==> src/rtl/spp_defines.svh <==
// Register offsets, field positions, reset values and timing counts of the slave port.
`ifndef SPP_DEFINES_SVH
`define SPP_DEFINES_SVH

// ----------------------------------------------------------------------
// Register offsets
// ----------------------------------------------------------------------
`define SPP_ADDR_DATA_PORT 8'h08
`define SPP_ADDR_STROBE_PORT 8'h09
`define SPP_ADDR_IRQ_FLAGS 8'h0C
`define SPP_ADDR_DATA_DIR 8'h88
`define SPP_ADDR_STATUS 8'h89
`define SPP_ADDR_IRQ_ENABLES 8'h8C

// ----------------------------------------------------------------------
// Field positions
// ----------------------------------------------------------------------
`define SPP_BIT_INPUT_FULL 7
`define SPP_BIT_OUTPUT_FULL 6
`define SPP_BIT_OVERFLOW 5
`define SPP_BIT_ENABLE 4
`define SPP_BIT_IRQ 7
`define SPP_PIN_READ 0
`define SPP_PIN_WRITE 1
`define SPP_PIN_SELECT 2

// ----------------------------------------------------------------------
// Reset values
// ----------------------------------------------------------------------
`define SPP_RST_STATUS 8'h07
`define SPP_RST_DATA_DIR 8'hFF
`define SPP_RST_LATCH 8'h00

// ----------------------------------------------------------------------
// Timing: one instruction cycle is four clock phases
// ----------------------------------------------------------------------
`define SPP_CLK_NS 50
`define SPP_TCY_NS 200
`define SPP_PHASES (`SPP_TCY_NS / `SPP_CLK_NS)
`define SPP_PHASE_Q1 2'h0
`define SPP_PHASE_Q2 2'h1
`define SPP_PHASE_Q4 2'h3

`endif

==> src/rtl/spp_pkg.sv <==
// Types shared by the slave port modules.
package spp_pkg;

  // Progress of a finished strobe towards its flag update.
  typedef enum logic [1:0] {
    EVT_IDLE = 2'b00,
    EVT_WAIT_Q2 = 2'b01,
    EVT_WAIT_Q4 = 2'b10
  } spp_evt_type;

  // Synchronised strobe levels and their edges.
  typedef struct packed {
    logic rd_act;
    logic wr_act;
    logic rd_start;
    logic rd_end;
    logic wr_end;
    logic [7:0] data;
  } spp_strobe_type;

  // State of the strobe synchroniser.
  typedef struct packed {
    logic [2:0] pin_s1;
    logic [2:0] pin_s2;
    logic [7:0] data_s1;
    logic [7:0] data_s2;
    spp_strobe_type ev;
  } spp_sync_state_type;

  // State of the port core.
  typedef struct packed {
    logic [1:0] phase;
    logic [7:0] out_latch;
    logic [7:0] in_latch;
    logic [7:0] data_dir;
    logic [2:0] e_latch;
    logic [2:0] e_dir;
    logic input_full;
    logic output_full;
    logic overflow;
    logic enable;
    logic irq_flag;
    logic irq_enable;
    logic [7:0] snap_data;
    logic [2:0] snap_e;
    logic pend_d_valid;
    logic [7:0] pend_d;
    logic pend_e_valid;
    logic [2:0] pend_e;
    spp_evt_type wr_evt;
    spp_evt_type rd_evt;
    logic [7:0] rd_data;
    logic [7:0] data_out;
    logic [7:0] data_oe_b;
    logic [2:0] e_out;
    logic [2:0] e_oe_b;
    logic irq;
  } spp_state_type;

endpackage

==> src/rtl/spp_strobe_sync.sv <==
// Synchroniser and edge detector for the external strobes and data bus.
`timescale 1ns/100ps
`default_nettype none
`include "spp_defines.svh"

module spp_strobe_sync (
  input wire logic clk, // System clock.
  input wire logic rst_b, // Synchronous reset, active low.
  input wire logic enable, // Slave port mode.
  input wire logic [2:0] pin_in, // Strobe pin levels.
  input wire logic [7:0] data_in, // Data bus levels.
  output spp_pkg::spp_strobe_type ev // Registered strobe levels and edges.
);

  spp_pkg::spp_sync_state_type st;
  spp_pkg::spp_sync_state_type next_st;

  // ----------------------------------------------------------------------
  // Next state
  // ----------------------------------------------------------------------

  // Two stages ahead of any decode; only the second stage is decoded.
  always_comb begin
    next_st = st;
    next_st.pin_s1 = pin_in;
    next_st.pin_s2 = st.pin_s1;
    next_st.data_s1 = data_in;
    next_st.data_s2 = st.data_s1;
    next_st.ev.rd_act = enable & ~st.pin_s2[`SPP_PIN_SELECT] & ~st.pin_s2[`SPP_PIN_READ];
    next_st.ev.wr_act = enable & ~st.pin_s2[`SPP_PIN_SELECT] & ~st.pin_s2[`SPP_PIN_WRITE];
    next_st.ev.rd_start = next_st.ev.rd_act & ~st.ev.rd_act;
    next_st.ev.rd_end = ~next_st.ev.rd_act & st.ev.rd_act;
    next_st.ev.wr_end = ~next_st.ev.wr_act & st.ev.wr_act;
    next_st.ev.data = st.data_s2;
  end

  // ----------------------------------------------------------------------
  // State register
  // ----------------------------------------------------------------------

  // Clears all stages on reset.
  always_ff @(posedge clk) begin
    if (!rst_b) begin
      st <= '0;
    end else begin
      st <= next_st;
    end
  end

  assign ev = st.ev;

endmodule
`default_nettype wire

==> src/rtl/spp_core.sv <==
// Parallel slave port with its data and strobe pin ports and registers.
`timescale 1ns/100ps
`default_nettype none
`include "spp_defines.svh"

module spp_core (
  input wire logic clk, // System clock, 20 MHz.
  input wire logic rst_b, // Synchronous reset, active low.
  input wire logic [7:0] addr, // Register address.
  input wire logic [7:0] wr_data, // Register write data.
  input wire logic wr_en, // Register write strobe.
  input wire logic rd_en, // Register read strobe.
  output logic [7:0] rd_data, // Register read data, one cycle later.
  input wire logic [7:0] data_in, // Data port pin levels.
  output logic [7:0] data_out, // Data port drive value.
  output logic [7:0] data_oe_b, // Data port enable, low drives.
  input wire logic [2:0] strobe_in, // Strobe pin levels.
  output logic [2:0] strobe_out, // Strobe pin drive value.
  output logic [2:0] strobe_oe_b, // Strobe pin enable, low drives.
  output logic irq // Interrupt request, active high.
);

  spp_pkg::spp_state_type st;
  spp_pkg::spp_state_type next_st;
  spp_pkg::spp_strobe_type ev;
  logic wr_fire;
  logic rd_fire;

  // ----------------------------------------------------------------------
  // Functions
  // ----------------------------------------------------------------------

  // Steps a finished strobe through the next second and fourth phases.
  function automatic spp_pkg::spp_evt_type evt_step(input spp_pkg::spp_evt_type evt,
                                                   input logic [1:0] phase,
                                                   input logic done);
    spp_pkg::spp_evt_type res;
    res = evt;
    unique case (evt)
      spp_pkg::EVT_IDLE: begin
        if (done) begin
          res = spp_pkg::EVT_WAIT_Q2;
        end
      end
      spp_pkg::EVT_WAIT_Q2: begin
        if (phase == `SPP_PHASE_Q2) begin
          res = spp_pkg::EVT_WAIT_Q4;
        end
      end
      spp_pkg::EVT_WAIT_Q4: begin
        if (phase == `SPP_PHASE_Q4) begin
          res = spp_pkg::EVT_IDLE;
        end
      end
      default: begin
        res = spp_pkg::EVT_IDLE;
      end
    endcase
    return res;
  endfunction

  // True in the cycle where a waiting event updates its flags.
  function automatic logic evt_fires(input spp_pkg::spp_evt_type evt,
                                     input logic [1:0] phase);
    return (evt == spp_pkg::EVT_WAIT_Q4) && (phase == `SPP_PHASE_Q4);
  endfunction

  // ----------------------------------------------------------------------
  // Strobe synchroniser
  // ----------------------------------------------------------------------

  spp_strobe_sync u_sync (
    .clk(clk),
    .rst_b(rst_b),
    .enable(st.enable),
    .pin_in(strobe_in),
    .data_in(data_in),
    .ev(ev)
  );

  assign wr_fire = evt_fires(st.wr_evt, st.phase);
  assign rd_fire = evt_fires(st.rd_evt, st.phase);

  // ----------------------------------------------------------------------
  // Next state
  // ----------------------------------------------------------------------

  // Computes all register, flag and pin updates for the coming edge.
  always_comb begin
    next_st = st;

    // Instruction cycle phases Q1 to Q4.
    next_st.phase = 2'(st.phase + 2'h1);

    if (st.phase == `SPP_PHASE_Q1) begin
      next_st.snap_data = data_in;
      next_st.snap_e = strobe_in;
    end

    if (ev.wr_act) begin
      next_st.in_latch = ev.data;
    end

    // Flag event sequencing after the strobes end.
    next_st.wr_evt = evt_step(st.wr_evt, st.phase, ev.wr_end);
    next_st.rd_evt = evt_step(st.rd_evt, st.phase, ev.rd_end);

    // Register writes; port latches are only queued here.
    if (wr_en) begin
      unique case (addr)
        `SPP_ADDR_DATA_PORT: begin
          next_st.pend_d_valid = 1'b1;
          next_st.pend_d = wr_data;
        end
        `SPP_ADDR_STROBE_PORT: begin
          next_st.pend_e_valid = 1'b1;
          next_st.pend_e = wr_data[2:0];
        end
        `SPP_ADDR_DATA_DIR: begin
          next_st.data_dir = wr_data;
        end
        `SPP_ADDR_STATUS: begin
          next_st.overflow = wr_data[`SPP_BIT_OVERFLOW];
          next_st.enable = wr_data[`SPP_BIT_ENABLE];
          next_st.e_dir = wr_data[2:0];
        end
        `SPP_ADDR_IRQ_FLAGS: begin
          next_st.irq_flag = wr_data[`SPP_BIT_IRQ];
        end
        `SPP_ADDR_IRQ_ENABLES: begin
          next_st.irq_enable = wr_data[`SPP_BIT_IRQ];
        end
        default: begin
        end
      endcase
    end

    if (st.phase == `SPP_PHASE_Q4) begin
      if (st.pend_d_valid) begin
        next_st.out_latch = st.pend_d;
        next_st.pend_d_valid = 1'b0;
        if (st.enable) begin
          next_st.output_full = 1'b1;
        end
      end
      if (st.pend_e_valid) begin
        next_st.e_latch = st.pend_e;
        next_st.pend_e_valid = 1'b0;
      end
    end

    if (rd_en && addr == `SPP_ADDR_DATA_PORT && st.enable) begin
      next_st.input_full = 1'b0;
    end

    if (ev.rd_start) begin
      next_st.output_full = 1'b0;
    end

    if (wr_fire) begin
      next_st.input_full = 1'b1;
      next_st.irq_flag = 1'b1;
      if (st.input_full) begin
        next_st.overflow = 1'b1;
      end
    end

    if (rd_fire) begin
      next_st.irq_flag = 1'b1;
    end

    if (!st.enable) begin
      next_st.input_full = 1'b0;
      next_st.output_full = 1'b0;
    end

    // Register read data for the following cycle only.
    next_st.rd_data = 8'h00;
    if (rd_en) begin
      unique case (addr)
        `SPP_ADDR_DATA_PORT: begin
          next_st.rd_data = st.enable ? st.in_latch : st.snap_data;
        end
        `SPP_ADDR_STROBE_PORT: begin
          next_st.rd_data = {5'h00, st.snap_e};
        end
        `SPP_ADDR_DATA_DIR: begin
          next_st.rd_data = st.data_dir;
        end
        `SPP_ADDR_STATUS: begin
          next_st.rd_data = {st.input_full, st.output_full, st.overflow, st.enable,
                             1'b0, st.e_dir};
        end
        `SPP_ADDR_IRQ_FLAGS: begin
          next_st.rd_data = {st.irq_flag, 7'h00};
        end
        `SPP_ADDR_IRQ_ENABLES: begin
          next_st.rd_data = {st.irq_enable, 7'h00};
        end
        default: begin
          next_st.rd_data = 8'h00;
        end
      endcase
    end

    // Data port pins.
    next_st.data_out = next_st.out_latch;
    if (next_st.enable) begin
      next_st.data_oe_b = ev.rd_act ? 8'h00 : 8'hFF;
    end else begin
      next_st.data_oe_b = next_st.data_dir;
    end

    next_st.e_out = next_st.e_latch;
    next_st.e_oe_b = next_st.e_dir;

    next_st.irq = next_st.irq_flag & next_st.irq_enable;
  end

  // ----------------------------------------------------------------------
  // State register
  // ----------------------------------------------------------------------

  // Loads the documented status value and quiet pins on reset.
  always_ff @(posedge clk) begin
    if (!rst_b) begin
      st <= '0;
      st.e_dir <= 3'(`SPP_RST_STATUS);
      st.e_oe_b <= 3'h7;
      st.data_dir <= `SPP_RST_DATA_DIR;
      st.data_oe_b <= `SPP_RST_DATA_DIR;
      st.out_latch <= `SPP_RST_LATCH;
      st.wr_evt <= spp_pkg::EVT_IDLE;
      st.rd_evt <= spp_pkg::EVT_IDLE;
    end else begin
      st <= next_st;
    end
  end

  // ----------------------------------------------------------------------
  // Outputs
  // ----------------------------------------------------------------------

  // Every output is a field of the state register.
  assign rd_data = st.rd_data;
  assign data_out = st.data_out;
  assign data_oe_b = st.data_oe_b;
  assign strobe_out = st.e_out;
  assign strobe_oe_b = st.e_oe_b;
  assign irq = st.irq;

endmodule
`default_nettype wire

==> config.mk <==
export PLATFORM = sky130hd
export DESIGN_NAME = spp_core
export DESIGN_NICKNAME = d
export VERILOG_FILES = /design/src/rtl/spp_pkg.sv /design/src/rtl/spp_strobe_sync.sv /design/src/rtl/spp_core.sv
export VERILOG_INCLUDE_DIRS = /design/src /design/src/rtl
export SDC_FILE = /design/constraint.sdc
export NUM_CORES = 1
export LEC_CHECK = 0
export ABC_AREA = 1
export BUFFER_PORTS_ARGS = -buffer_cell sky130_fd_sc_hd__buf_2
export CORE_ASPECT_RATIO = 0.9
export CORE_UTILIZATION = 40
export CTS_CLUSTER_DIAMETER = 200
export DETAILED_ROUTE_END_ITERATION = 10
export GPL_TIMING_DRIVEN = 0
export PLACE_DENSITY = 0.6
export SKIP_LAST_GASP = 1
export SYNTH_ARGS = -nofsm -noshare
export SYNTH_HDL_FRONTEND = slang
export SYNTH_SLANG_ARGS = --single-unit
==> constraint.sdc <==
create_clock -name clk -period 2.4 [get_ports clk]
set_input_delay 0.24 -clock clk [delete_from_list [all_inputs] [get_ports clk]]
set_output_delay 0.24 -clock clk [all_outputs]
set_load 0.1 [all_outputs]
==> results of run 1 <==
==> cell families (layout without fill, tap and decap cells) <==
| group | after synthesis | count (layout) |
|---|---|---|
| flops | 118 | 118 |
| fa+ha+maj | 3 | 3 |
| compound gates | 70 | 70 |
| mux | 1 | 1 |
| simple gates | 284 | 284 |
| buf+inv | 127 | 218 |
==> power groups by stage <==
stage / logic (mW) / clock network, mW / registers (mW)
5_1_grt: 0.247 / 2.70 / 2.03
3_5_place_dp: 0.221 / 0 / 2.06
4_1_cts: 0.222 / 2.62 / 2.02
3_3_place_gp: 0.216 / 0 / 2.06
6_report: 0.221 / 2.59 / 2.02
2_1_floorplan: 0.134 / 0 / 2.06
==> state kept, by name, indices dropped and copies added, names as in the netlist <==
name / flops
data_oe_b: 8
data_out: 8
irq: 1
rd_data: 8
st: 52
strobe_oe_b: 3
strobe_out: 3
u_sync.ev: 13
u_sync.next_st: 19
u_sync.st: 3
==> through the flow <==
stage | setup WS (ns) | cell area [um^2] | cells
2_1_floorplan | 1.151 | 4639 | 603
3_3_place_gp | 0.8513 | 5130 | 815
3_5_place_dp | 0.8154 | 5130 | 815
4_1_cts | 0.8067 | 5739 | 846
5_1_grt | 0.6379 | 5739 | 846
6_report | 0.7977 | 5739 | 846
==> worst min-delay path by stage <==
stage,start,endpoint,cells past startpoint
after floorplan,data_in[0],u_sync.next_st[13],2
after global placement,u_sync.next_st[16],u_sync.next_st[3],2
after detailed placement,u_sync.ev[10],st[63],1
after CTS,data_in[1],u_sync.next_st[14],3
after global routing,data_in[1],u_sync.next_st[14],3
final,data_in[1],u_sync.next_st[14],3
==> critical path: stages, from the launching register on <==
cell      delay (ns)
dfxtp_1         0.34
ha_1            0.33
nand2_1         0.24
clkinv_1        0.31
nor2_1          0.21
nor3_1          0.07
==> cell usage in the layout, fill, tap and decap left out, types with 2 or more instances in the layout <==
cell | Yosys | routed
nand2_1 | 126 | 126
dfxtp_1 | 118 | 118
nor2_1 | 91 | 91
inv_1 | 73 | 73
buf_2 | 5 | 65
o21ai_0 | 46 | 46
nand3_1 | 34 | 34
buf_4 | 32 | 32
a21oi_1 | 18 | 18
clkbuf_16 | 0 | 17
clkbuf_1 | 10 | 12
nand4_1 | 10 | 10
nor2_4 | 4 | 4
clkbuf_8 | 0 | 4
nor2_2 | 3 | 3
inv_2 | 3 | 3
nand2_2 | 3 | 3
nand3_2 | 3 | 3
nor3_1 | 3 | 3
ha_1 | 3 | 3
bufinv_16 | 0 | 3
clkinv_2 | 0 | 3
clkinv_1 | 2 | 2
nand3b_1 | 2 | 2
nand2_4 | 2 | 2
==> cell usage after synthesis (all sizes together) <==
| master | count | share of area [%] |
|---|---|---|
| nor3 | 3 | 0.32 |
| mux2i | 1 | 0.22 |
| clkbuf | 10 | 0.81 |
| dfxtp | 118 | 51 |
| o211ai | 1 | 0.16 |
| clkinv | 2 | 0.16 |
| ha | 3 | 0.81 |
| o31ai | 1 | 0.16 |
| nand3 | 38 | 4.7 |
| o21ai | 48 | 5.3 |
| nand4 | 10 | 1.3 |
| a21oi | 18 | 1.9 |
| o21bai | 1 | 0.16 |
| nand3b | 3 | 0.57 |
| inv | 77 | 6.3 |
| a31oi | 1 | 0.13 |
| nor2 | 99 | 9.2 |
| nand2 | 131 | 11 |
| buf | 38 | 5.8 |
==> cell type report <==
| type | instances | area (um^2) | area share, % |
|---|---|---|---|
| Clock inverter | 8 | 121.4 | 2.115 |
| Clock buffer | 23 | 488.0 | 8.502 |
| Timing Repair Buffer | 60 | 300.3 | 5.232 |
| Buffer | 48 | 306.5 | 5.341 |
| Inverter | 79 | 299.0 | 5.210 |
| Multi-Input combinational cell | 358 | 1672 | 29.13 |
| Sequential cell | 118 | 2362 | 41.16 |
| Tap cell | 152 | 190.2 | 3.314 |
==> routing by layer <==
| metal | up-vias | wire length, um | GRT usage [%] |
|---|---|---|---|
| li1 | 2002 | - | - |
| met1 | 1742 | 5182 | 25.83 |
| met2 | 87 | 5187 | 31.78 |
| met3 | 16 | 509 | 3.963 |
| met4 | 0 | 176 | 8.720 |
| met5 | - | 0 | 0 |
==> out/qor.csv, run 1 <==
stage,metric,value,unit
cts,cts_setup_buffers,0,
placed_design,io_buffer_count,60,
job,cap_violations,0,
final_layout,drive_above_1_share,21.47,%
sta,setup_viol,0,
die,io_pins,62,
global_routing,track_usage,19.91,%
cts,tritoncts,built,
route,routed_wirelength,11060,um
worst_hold_path,min_path_type,input port to flip-flop,
sta,period_needed,1.602,ns
pwr,max-vdd-ir-drop,0.0004184,V
yosys,synthXorXnorAreaFrac,0,%
critical_path,critPathArrivalTime,1.90,ns
cts,ctsResizeCount,0,
sta,tightestPinTransition,0.6080,ns
pwr,power_density,843.0,nW/um^2
placed_design,gp_congestion,0.8850,
cts,cts_root_buf,clkbuf_16,
status,status,"complete, no violations",
cts,cts_buffers,17,
yosys,yosys.area_share.simple,27.18,%
yosys,syn_nets,637,
cts,clock-sinks,118,
yosys,ys_ff_latch,118,
pwr,p_sw,1.031,mW
route,vias,3847,
route,vias_per_cell,4.547,
die,start_util,42.04,%
final_layout,antenna_cells,0,
yosys,synth_cell_types,33,
sta,relSlewSlack,59.46,%
yosys,synth_compound_area_share,7.821,%
die,die_h,104.2,um
sta,rsz0062_at_grt,no,
pwr,p_comb_share,4.6,%
die,rows,36,
route,drc,0,
route,wl_per_cell,13.07,um
sta,hold_violations,0,
global_routing,grt_pass1_vias,3625,
die,die_x,115.5,um
cts,clk_path_buf_depth,2,
yosys,netlist_area,4639,um^2
yosys,ys_warn_count,0,
sta,fmax,624.1,MHz
critical_path,worstPathRequired,2.70,ns
sta,fin_hold_ws,0.02736,ns
critical_path,crit_start,st[95],
route,drt-initial-drc-count,213,
sta,finalSetupTns,0,ns
route,final_antenna_net_count,0,
route,drtPass1Iterations,5,
pwr,seq_power_share,41.8,%
yosys,syn_inst,603,
yosys,synth_top_family_by_area,simple AND/OR/NAND/NOR gates,
cts,htreeDepth,4,
yosys,seq_area_frac_synth,50.92,%
cts,ctsHoldBuffers,0,
final_layout,syn2layout_area_growth,23.71,%
critical_path,timing.rr.start,st[95],
yosys,yosys-mux-area-fraction,0.2157,%
critical_path,crit_end,st[63],
pwr,power_switching_share,21.32,%
global_routing,grt_pass1_wl,17790,um
critical_path,r2r_slack,0.80,ns
final_layout,fillers,1082,
pwr,leakagePower,2.873,nW
sta,period_share,66.76,%
cts,clock_latency,0.41,ns
global_routing,antenna_found_initial,0,
critical_path,r2r_end,st[63],
pwr,p_total,4.838,mW
critical_path,r2r_cells,5,
yosys,synthAdderAreaFrac,0.8091,%
global_routing,grt_overflow_total,0,
pwr,power.internal,3.807,mW
critical_path,crit_fanout,10,
die,die-area,12030,um^2
final_layout,final_nets,716,
critical_path,critPathLaunchType,flip-flop,
placed_design,hpwl,8189,um
critical_path,end_kind,flip-flop,
die,coreArea,11040,um^2
cts,clkTransAtPathRegs,0.06,ns
global_routing,grt_max_degree,17,
sta,slew_viol_final,0,
pwr,clockPowerShare,53.6,%
yosys,syn_avg_cell_area,7.694,um^2
final_layout,utilization,52.01,%
sta,fin_skew,0.009530,ns
critical_path,critPathKind,flip-flop to flip-flop,
(Power assumes the default switching activity.)
==> run 2, diff against run 1 <==
clock period = 1.55 ns   (was 2.4 ns; I/O delays follow)
==> run 2 against run 1 <==
Compared with the run above:
- critical path depth down 3
- via count up 2.0%
- flip-flop and latch count unchanged
- die area unchanged
- clock power up 55%
- global-route usage up 0.097 points
- register-to-register slack worse by 0.61 ns
- worst hold slack better by 0.020 ns
- cell count up 1.3%
- core utilization up 1.1 points
- setup slack worse by 0.74 ns
- highest routed layer unchanged
==> out/qor.csv, run 2 (synthesis gave the netlist of run 1 again) <==
stage,metric,value,unit,change
critical_path,critPathLaunchType,flip-flop,,unchanged
sta,fin_hold_ws,0.04709,ns,was 0.02736 ns
critical_path,crit_start,strobe_oe_b[1],,was st[95]
status,status,"complete, no violations",,unchanged
final_layout,utilization,53.07,%,was 52.01%
die,rows,36,,unchanged
final_layout,largest_reg_flops,52,,unchanged
final_layout,fin_cells,857,,was 846
die,die-area,12030,um^2,unchanged
sta,tightestPinTransition,0.5984,ns,was 0.6080 ns
critical_path,worstPathRequired,1.39,ns,was 2.70 ns
final_layout,layout_commonest_cell,nand2_1,,unchanged
sta,fin_skew,0.009450,ns,was 0.009530 ns
route,drt-initial-drc-count,248,,was 213
final_layout,final_cell_mix,"nand2_1, dfxtp_1, nor2_1",,unchanged
critical_path,crit_end,strobe_oe_b[1],,was st[63]
pwr,max-vdd-ir-drop,0.0006431,V,was 0.0004184 V
pwr,leakagePower,2.923,nW,was 2.873 nW
final_layout,final_cell_area,5857,um^2,was 5739 um^2
final_layout,regArea,2362,um^2,unchanged
placed_design,dpl_cell_area,5130,um^2,unchanged
final_layout,fillers,1071,,was 1082
pwr,p_sw,1.592,mW,was 1.031 mW
die,io_pins,62,,unchanged
pwr,p_comb_share,4.9,%,was 4.6%
placed_design,io_buffer_count,60,,unchanged
sta,fin_ws,0.05680,ns,was 0.7977 ns
route,final_antenna_net_count,0,,unchanged
placed_design,gp_congestion,0.8850,,unchanged
pwr,power_density,1282,nW/um^2,was 843.0 nW/um^2
critical_path,crit_fanout,3,,was 10
critical_path,r2r_cells,5,,unchanged
final_layout,syn2layout_area_growth,26.24,%,was 23.71%
final_layout,antenna_cells,0,,unchanged
critical_path,end_kind,primary output,,was flip-flop
cts,clkTransAtPathRegs,0.05,ns,was 0.06 ns
global_routing,grt_max_degree,17,,unchanged
sta,slew_viol_final,0,,unchanged
pwr,power.internal,5.915,mW,was 3.807 mW
critical_path,critPathArrivalTime,1.34,ns,was 1.90 ns
die,coreArea,11040,um^2,unchanged
sta,finalSetupTns,0,ns,unchanged
cts,tritoncts,built,,unchanged
die,die_h,104.2,um,unchanged
pwr,seq_power_share,41.7,%,was 41.8%
sta,fmax,669.7,MHz,
global_routing,grt_overflow_total,0,,unchanged
pwr,p_total,7.507,mW,was 4.838 mW
route,routed_wirelength,11150,um,was 11060 um
die,die_x,115.5,um,unchanged
critical_path,timing.rr.start,st[95],,unchanged
global_routing,antenna_found_initial,0,,unchanged
cts,cts_root_buf,clkbuf_16,,unchanged
die,start_util,42.04,%,unchanged
final_layout,drive_above_1_share,21.70,%,was 21.47%
critical_path,r2r_end,st[63],,unchanged
pwr,power_switching_share,21.21,%,was 21.32%
global_routing,grt_pass1_vias,3659,,was 3625
critical_path,critPathKind,flip-flop to primary output,,was flip-flop to flip-flop
global_routing,grt_pass1_wl,17900,um,was 17790 um
pwr,clockPowerShare,53.4,%,was 53.6%
global_routing,track_usage,20.00,%,was 19.91%
sta,setup_viol,0,,unchanged
sta,period_share,96.34,%,
placed_design,dp_worst_setup_slack,-0.03461,ns,was 0.8154 ns
job,cap_violations,0,,unchanged
placed_design,hpwl,8189,um,unchanged
cts,htreeDepth,4,,unchanged
final_layout,top_register,st,,unchanged
sta,period_needed,1.493,ns,
placed_design,dpl.cell_count,815,,unchanged
route,vias_per_cell,4.578,,was 4.547
route,drc,0,,unchanged
cts,clock_latency,0.41,ns,about the same
sta,hold_violations,0,,unchanged
critical_path,r2r_slack,0.19,ns,was 0.80 ns
sta,rsz0062_at_grt,no,,unchanged
cts,cts_buffers,17,,unchanged
final_layout,multi_input_area,1677,um^2,was 1672 um^2
final_layout,final_nets,727,,was 716
route,vias,3923,,was 3847
cts,clk_path_buf_depth,2,,unchanged
route,wl_per_cell,13.01,um,was 13.07 um
route,drtPass1Iterations,5,,unchanged
worst_hold_path,min_path_type,input port to flip-flop,,unchanged
cts,clock-sinks,118,,unchanged
sta,relSlewSlack,60.11,%,was 59.46%
## run 2: critical path, stage by stage, from the launching register on
cell and delay (ns):
dfxtp_1 0.40, buf_4 0.13, buf_2 0.41
## run 2: timing repair
| item | 4_1_cts | 5_1_grt |
|---|---|---|
| resized for setup | 1 | 4 |
| buffers inserted | 0 | 0 |
| endpoints found under the setup margin | 7 | 13 |
| hold endpoints to repair | 11 | 0 |
| hold buffers | 11 | 0 |
## run 2: worst min path at each step
stage | cells after the start | end | startpoint | slack, ns
5_1_grt | 3 | st[42] | wr_data[3] | 0.05
3_5_place_dp | 3 | u_sync.next_st[18] | data_in[5] | 0.36
3_3_place_gp | 3 | u_sync.next_st[15] | data_in[2] | 0.36
4_1_cts | 3 | st[42] | wr_data[3] | 0.04
6_report | 3 | st[45] | wr_data[6] | 0.05
2_1_floorplan | 2 | u_sync.next_st[13] | data_in[0] | 0.25
## run 2: power groups by stage
stage / combinational (mW) / clock [mW] / sequential (mW)
4_1_cts: 0.365 / 4.06 / 3.13
2_1_floorplan: 0.207 / 0 / 3.19
5_1_grt: 0.408 / 4.19 / 3.14
3_3_place_gp: 0.334 / 0 / 3.19
6_report: 0.368 / 4.01 / 3.13
3_5_place_dp: 0.342 / 0 / 3.20
## run 2: layout make-up
class                   count  area share, %
plain buffers              48          5.255
well taps                 152          3.247
flip-flops and latches    118          40.33
inverters                  79          5.127
clock buffers              23          8.332
clock inverters             8          2.072
repair buffers             71          7.007
multi-input cells         358          28.63
## run 2: per-layer routing
metal	vias up	GRT usage [%]	share of wire (%)
met4	0	8.720	1.7
met1	1795	25.94	47
met2	86	32.04	47
met3	17	3.904	4.0
li1	2025	-	-
met5	-	0	0
==> run 3, diff against run 2 <==
MAX_ROUTING_LAYER = met4   (was unset)
==> run 3 against run 2 <==
Compared with the run above:
- core utilization down 0.53 points
- final area down 1.0%
- setup slack better by 0.0047 ns
- largest power group unchanged
==> out/qor.csv, run 3 (synthesis gave the netlist of run 1 again) <==
stage,metric,value,unit,change
sta,rsz0062_at_grt,no,,unchanged
route,drtPass1Iterations,7,,was 5
cts,cts_buffers,17,,unchanged
pwr,leakagePower,2.874,nW,was 2.923 nW
final_layout,fillers,1070,,was 1071
sta,finalSetupTns,0,ns,unchanged
die,start_util,42.04,%,unchanged
die,io_pins,62,,unchanged
final_layout,syn2layout_area_growth,24.97,%,was 26.24%
die,die-area,12030,um^2,unchanged
sta,slew_viol_final,0,,unchanged
cts,clkTransAtPathRegs,0.05,ns,about the same
job,cap_violations,0,,unchanged
worst_hold_path,hp-start,wr_data[3],,was wr_data[6]
global_routing,grt_overflow_total,0,,unchanged
final_layout,final_cell_mix,"nand2_1, dfxtp_1, nor2_1",,unchanged
status,status,"complete, no violations",,unchanged
die,rows,36,,unchanged
global_routing,grt_max_degree,17,,unchanged
placed_design,dpl.cell_count,815,,unchanged
cts,tritoncts,built,,unchanged
sta,period_share,96.03,%,was 96.34%
final_layout,final_nets,727,,unchanged
sta,relSlewSlack,55.99,%,was 60.11%
worst_hold_path,min_path_type,input port to flip-flop,,unchanged
final_layout,antenna_cells,0,,unchanged
critical_path,timing.rr.start,st[95],,unchanged
die,coreArea,11040,um^2,unchanged
critical_path,critPathArrivalTime,1.33,ns,was 1.34 ns
global_routing,antenna_found_initial,0,,unchanged
cts,clk_path_buf_depth,2,,unchanged
critical_path,critPathKind,flip-flop to primary output,,unchanged
cts,cts_root_buf,clkbuf_16,,unchanged
route,vias,3911,,was 3923
cts,cts_setup_buffers,0,,unchanged
placed_design,gp_congestion,0.8997,,was 0.8850
global_routing,grt_pass1_vias,3843,,was 3659
cts,clock_latency,0.41,ns,about the same
sta,fin_ws,0.06154,ns,was 0.05680 ns
route,drt-initial-drc-count,218,,was 248
final_layout,layout_commonest_cell,nand2_1,,unchanged
route,final_antenna_net_count,0,,unchanged
critical_path,worstPathRequired,1.39,ns,about the same
sta,period_needed,1.488,ns,was 1.493 ns
cts,clock-sinks,118,,unchanged
critical_path,critPathLaunchType,flip-flop,,unchanged
sta,hold_violations,0,,unchanged
sta,tightestPinTransition,0.6602,ns,was 0.5984 ns
placed_design,dp_worst_setup_slack,0.01528,ns,was -0.03461 ns
pwr,max-vdd-ir-drop,0.0005807,V,was 0.0006431 V
critical_path,crit_fanout,3,,unchanged
sta,fin_skew,0.005816,ns,was 0.009450 ns
sta,fmax,671.8,MHz,was 669.7 MHz
global_routing,grt_pass1_wl,18930,um,was 17900 um
placed_design,hpwl,8226,um,was 8189 um
critical_path,crit_start,strobe_oe_b[1],,unchanged
placed_design,io_buffer_count,60,,unchanged
route,wl_per_cell,13.28,um,was 13.01 um
final_layout,fin_cells,855,,was 857
cts,htreeDepth,4,,unchanged
final_layout,largest_reg_flops,52,,unchanged
sta,fin_hold_ws,0.04602,ns,was 0.04709 ns
route,vias_per_cell,4.574,,was 4.578
pwr,p_total,7.140,mW,was 7.507 mW
sta,setup_viol,0,,unchanged
pwr,power_density,1231,nW/um^2,was 1282 nW/um^2
final_layout,top_register,st,,unchanged
die,die_x,115.5,um,unchanged
die,die_h,104.2,um,unchanged
final_layout,drive_above_1_share,21.62,%,was 21.70%
critical_path,end_kind,primary output,,unchanged
route,drc,0,,unchanged
global_routing,track_usage,21.63,%,was 20.00%
route,routed_wirelength,11350,um,was 11150 um
[run 3: cell types whose count changed in the layout (fill, tap and decap cells not counted), sizes merged]
| cell | delta |
|---|---|
| clkinv | -3 |
| clkbuf | -2 |
| clkinvlp | +5 |
| bufinv | -2 |
[run 3: worst paths after layout]
path | to | slack [ns] | cells past startpoint
max | strobe_oe_b[1] | 0.06 | 2
min | st[42] | 0.05 | 3
min reg2reg | st[63] | 0.40 | 1
max reg2reg | st[49] | 0.13 | 6
[run 3: report_power, final]
part / switching (mW) / internal [mW] / total (mW)
logic: 0.246 / 0.122 / 0.368
registers: 0.0250 / 3.11 / 3.13
clock network: 1.35 / 2.29 / 3.64
total: 1.62 / 5.52 / 7.14
[run 3: final cells by class]
class,instances,area (um^2),area share (%)
buffer,48,307.8,5.309
clock buffer,21,470.5,8.114
clock inverter,8,77.57,1.338
inverter,79,302.8,5.222
multi-input combinational,358,1677,28.92
sequential,118,2362,40.74
tap,152,190.2,3.280
timing repair buffer,71,410.4,7.078
[run 3: repair_timing]
item,CTS,global route
hold buffers,11,0
endpoints found under the setup margin,0,20
endpoints found under the hold margin,13,0
gates resized for setup,0,5
[run 3: metrics by stage]
stage / area (um^2) / utilization [%]
floorplan: 4639 / -
global placement: 5130 / 46.49
detailed placement: 5130 / 46.49
CTS: 5788 / 52.45
global route: 5798 / 52.54
finish: 5798 / 52.54
[run 3: per-layer routing]
layer	global-route usage (%)	share of wire [%]	wire length [um]	vias to the layer above
li1	-	-	-	2026
met5	-	0	0	-
met1	27.54	48	5418	1789
met4	7.699	1.1	125	0
met2	33.53	47	5311	82
met3	4.779	4.4	497	14
[run 3: critical path, cell delays in order, from the launching register on]
cell     delay [ns]
dfxtp_1        0.39
buf_4          0.13
buf_2          0.41
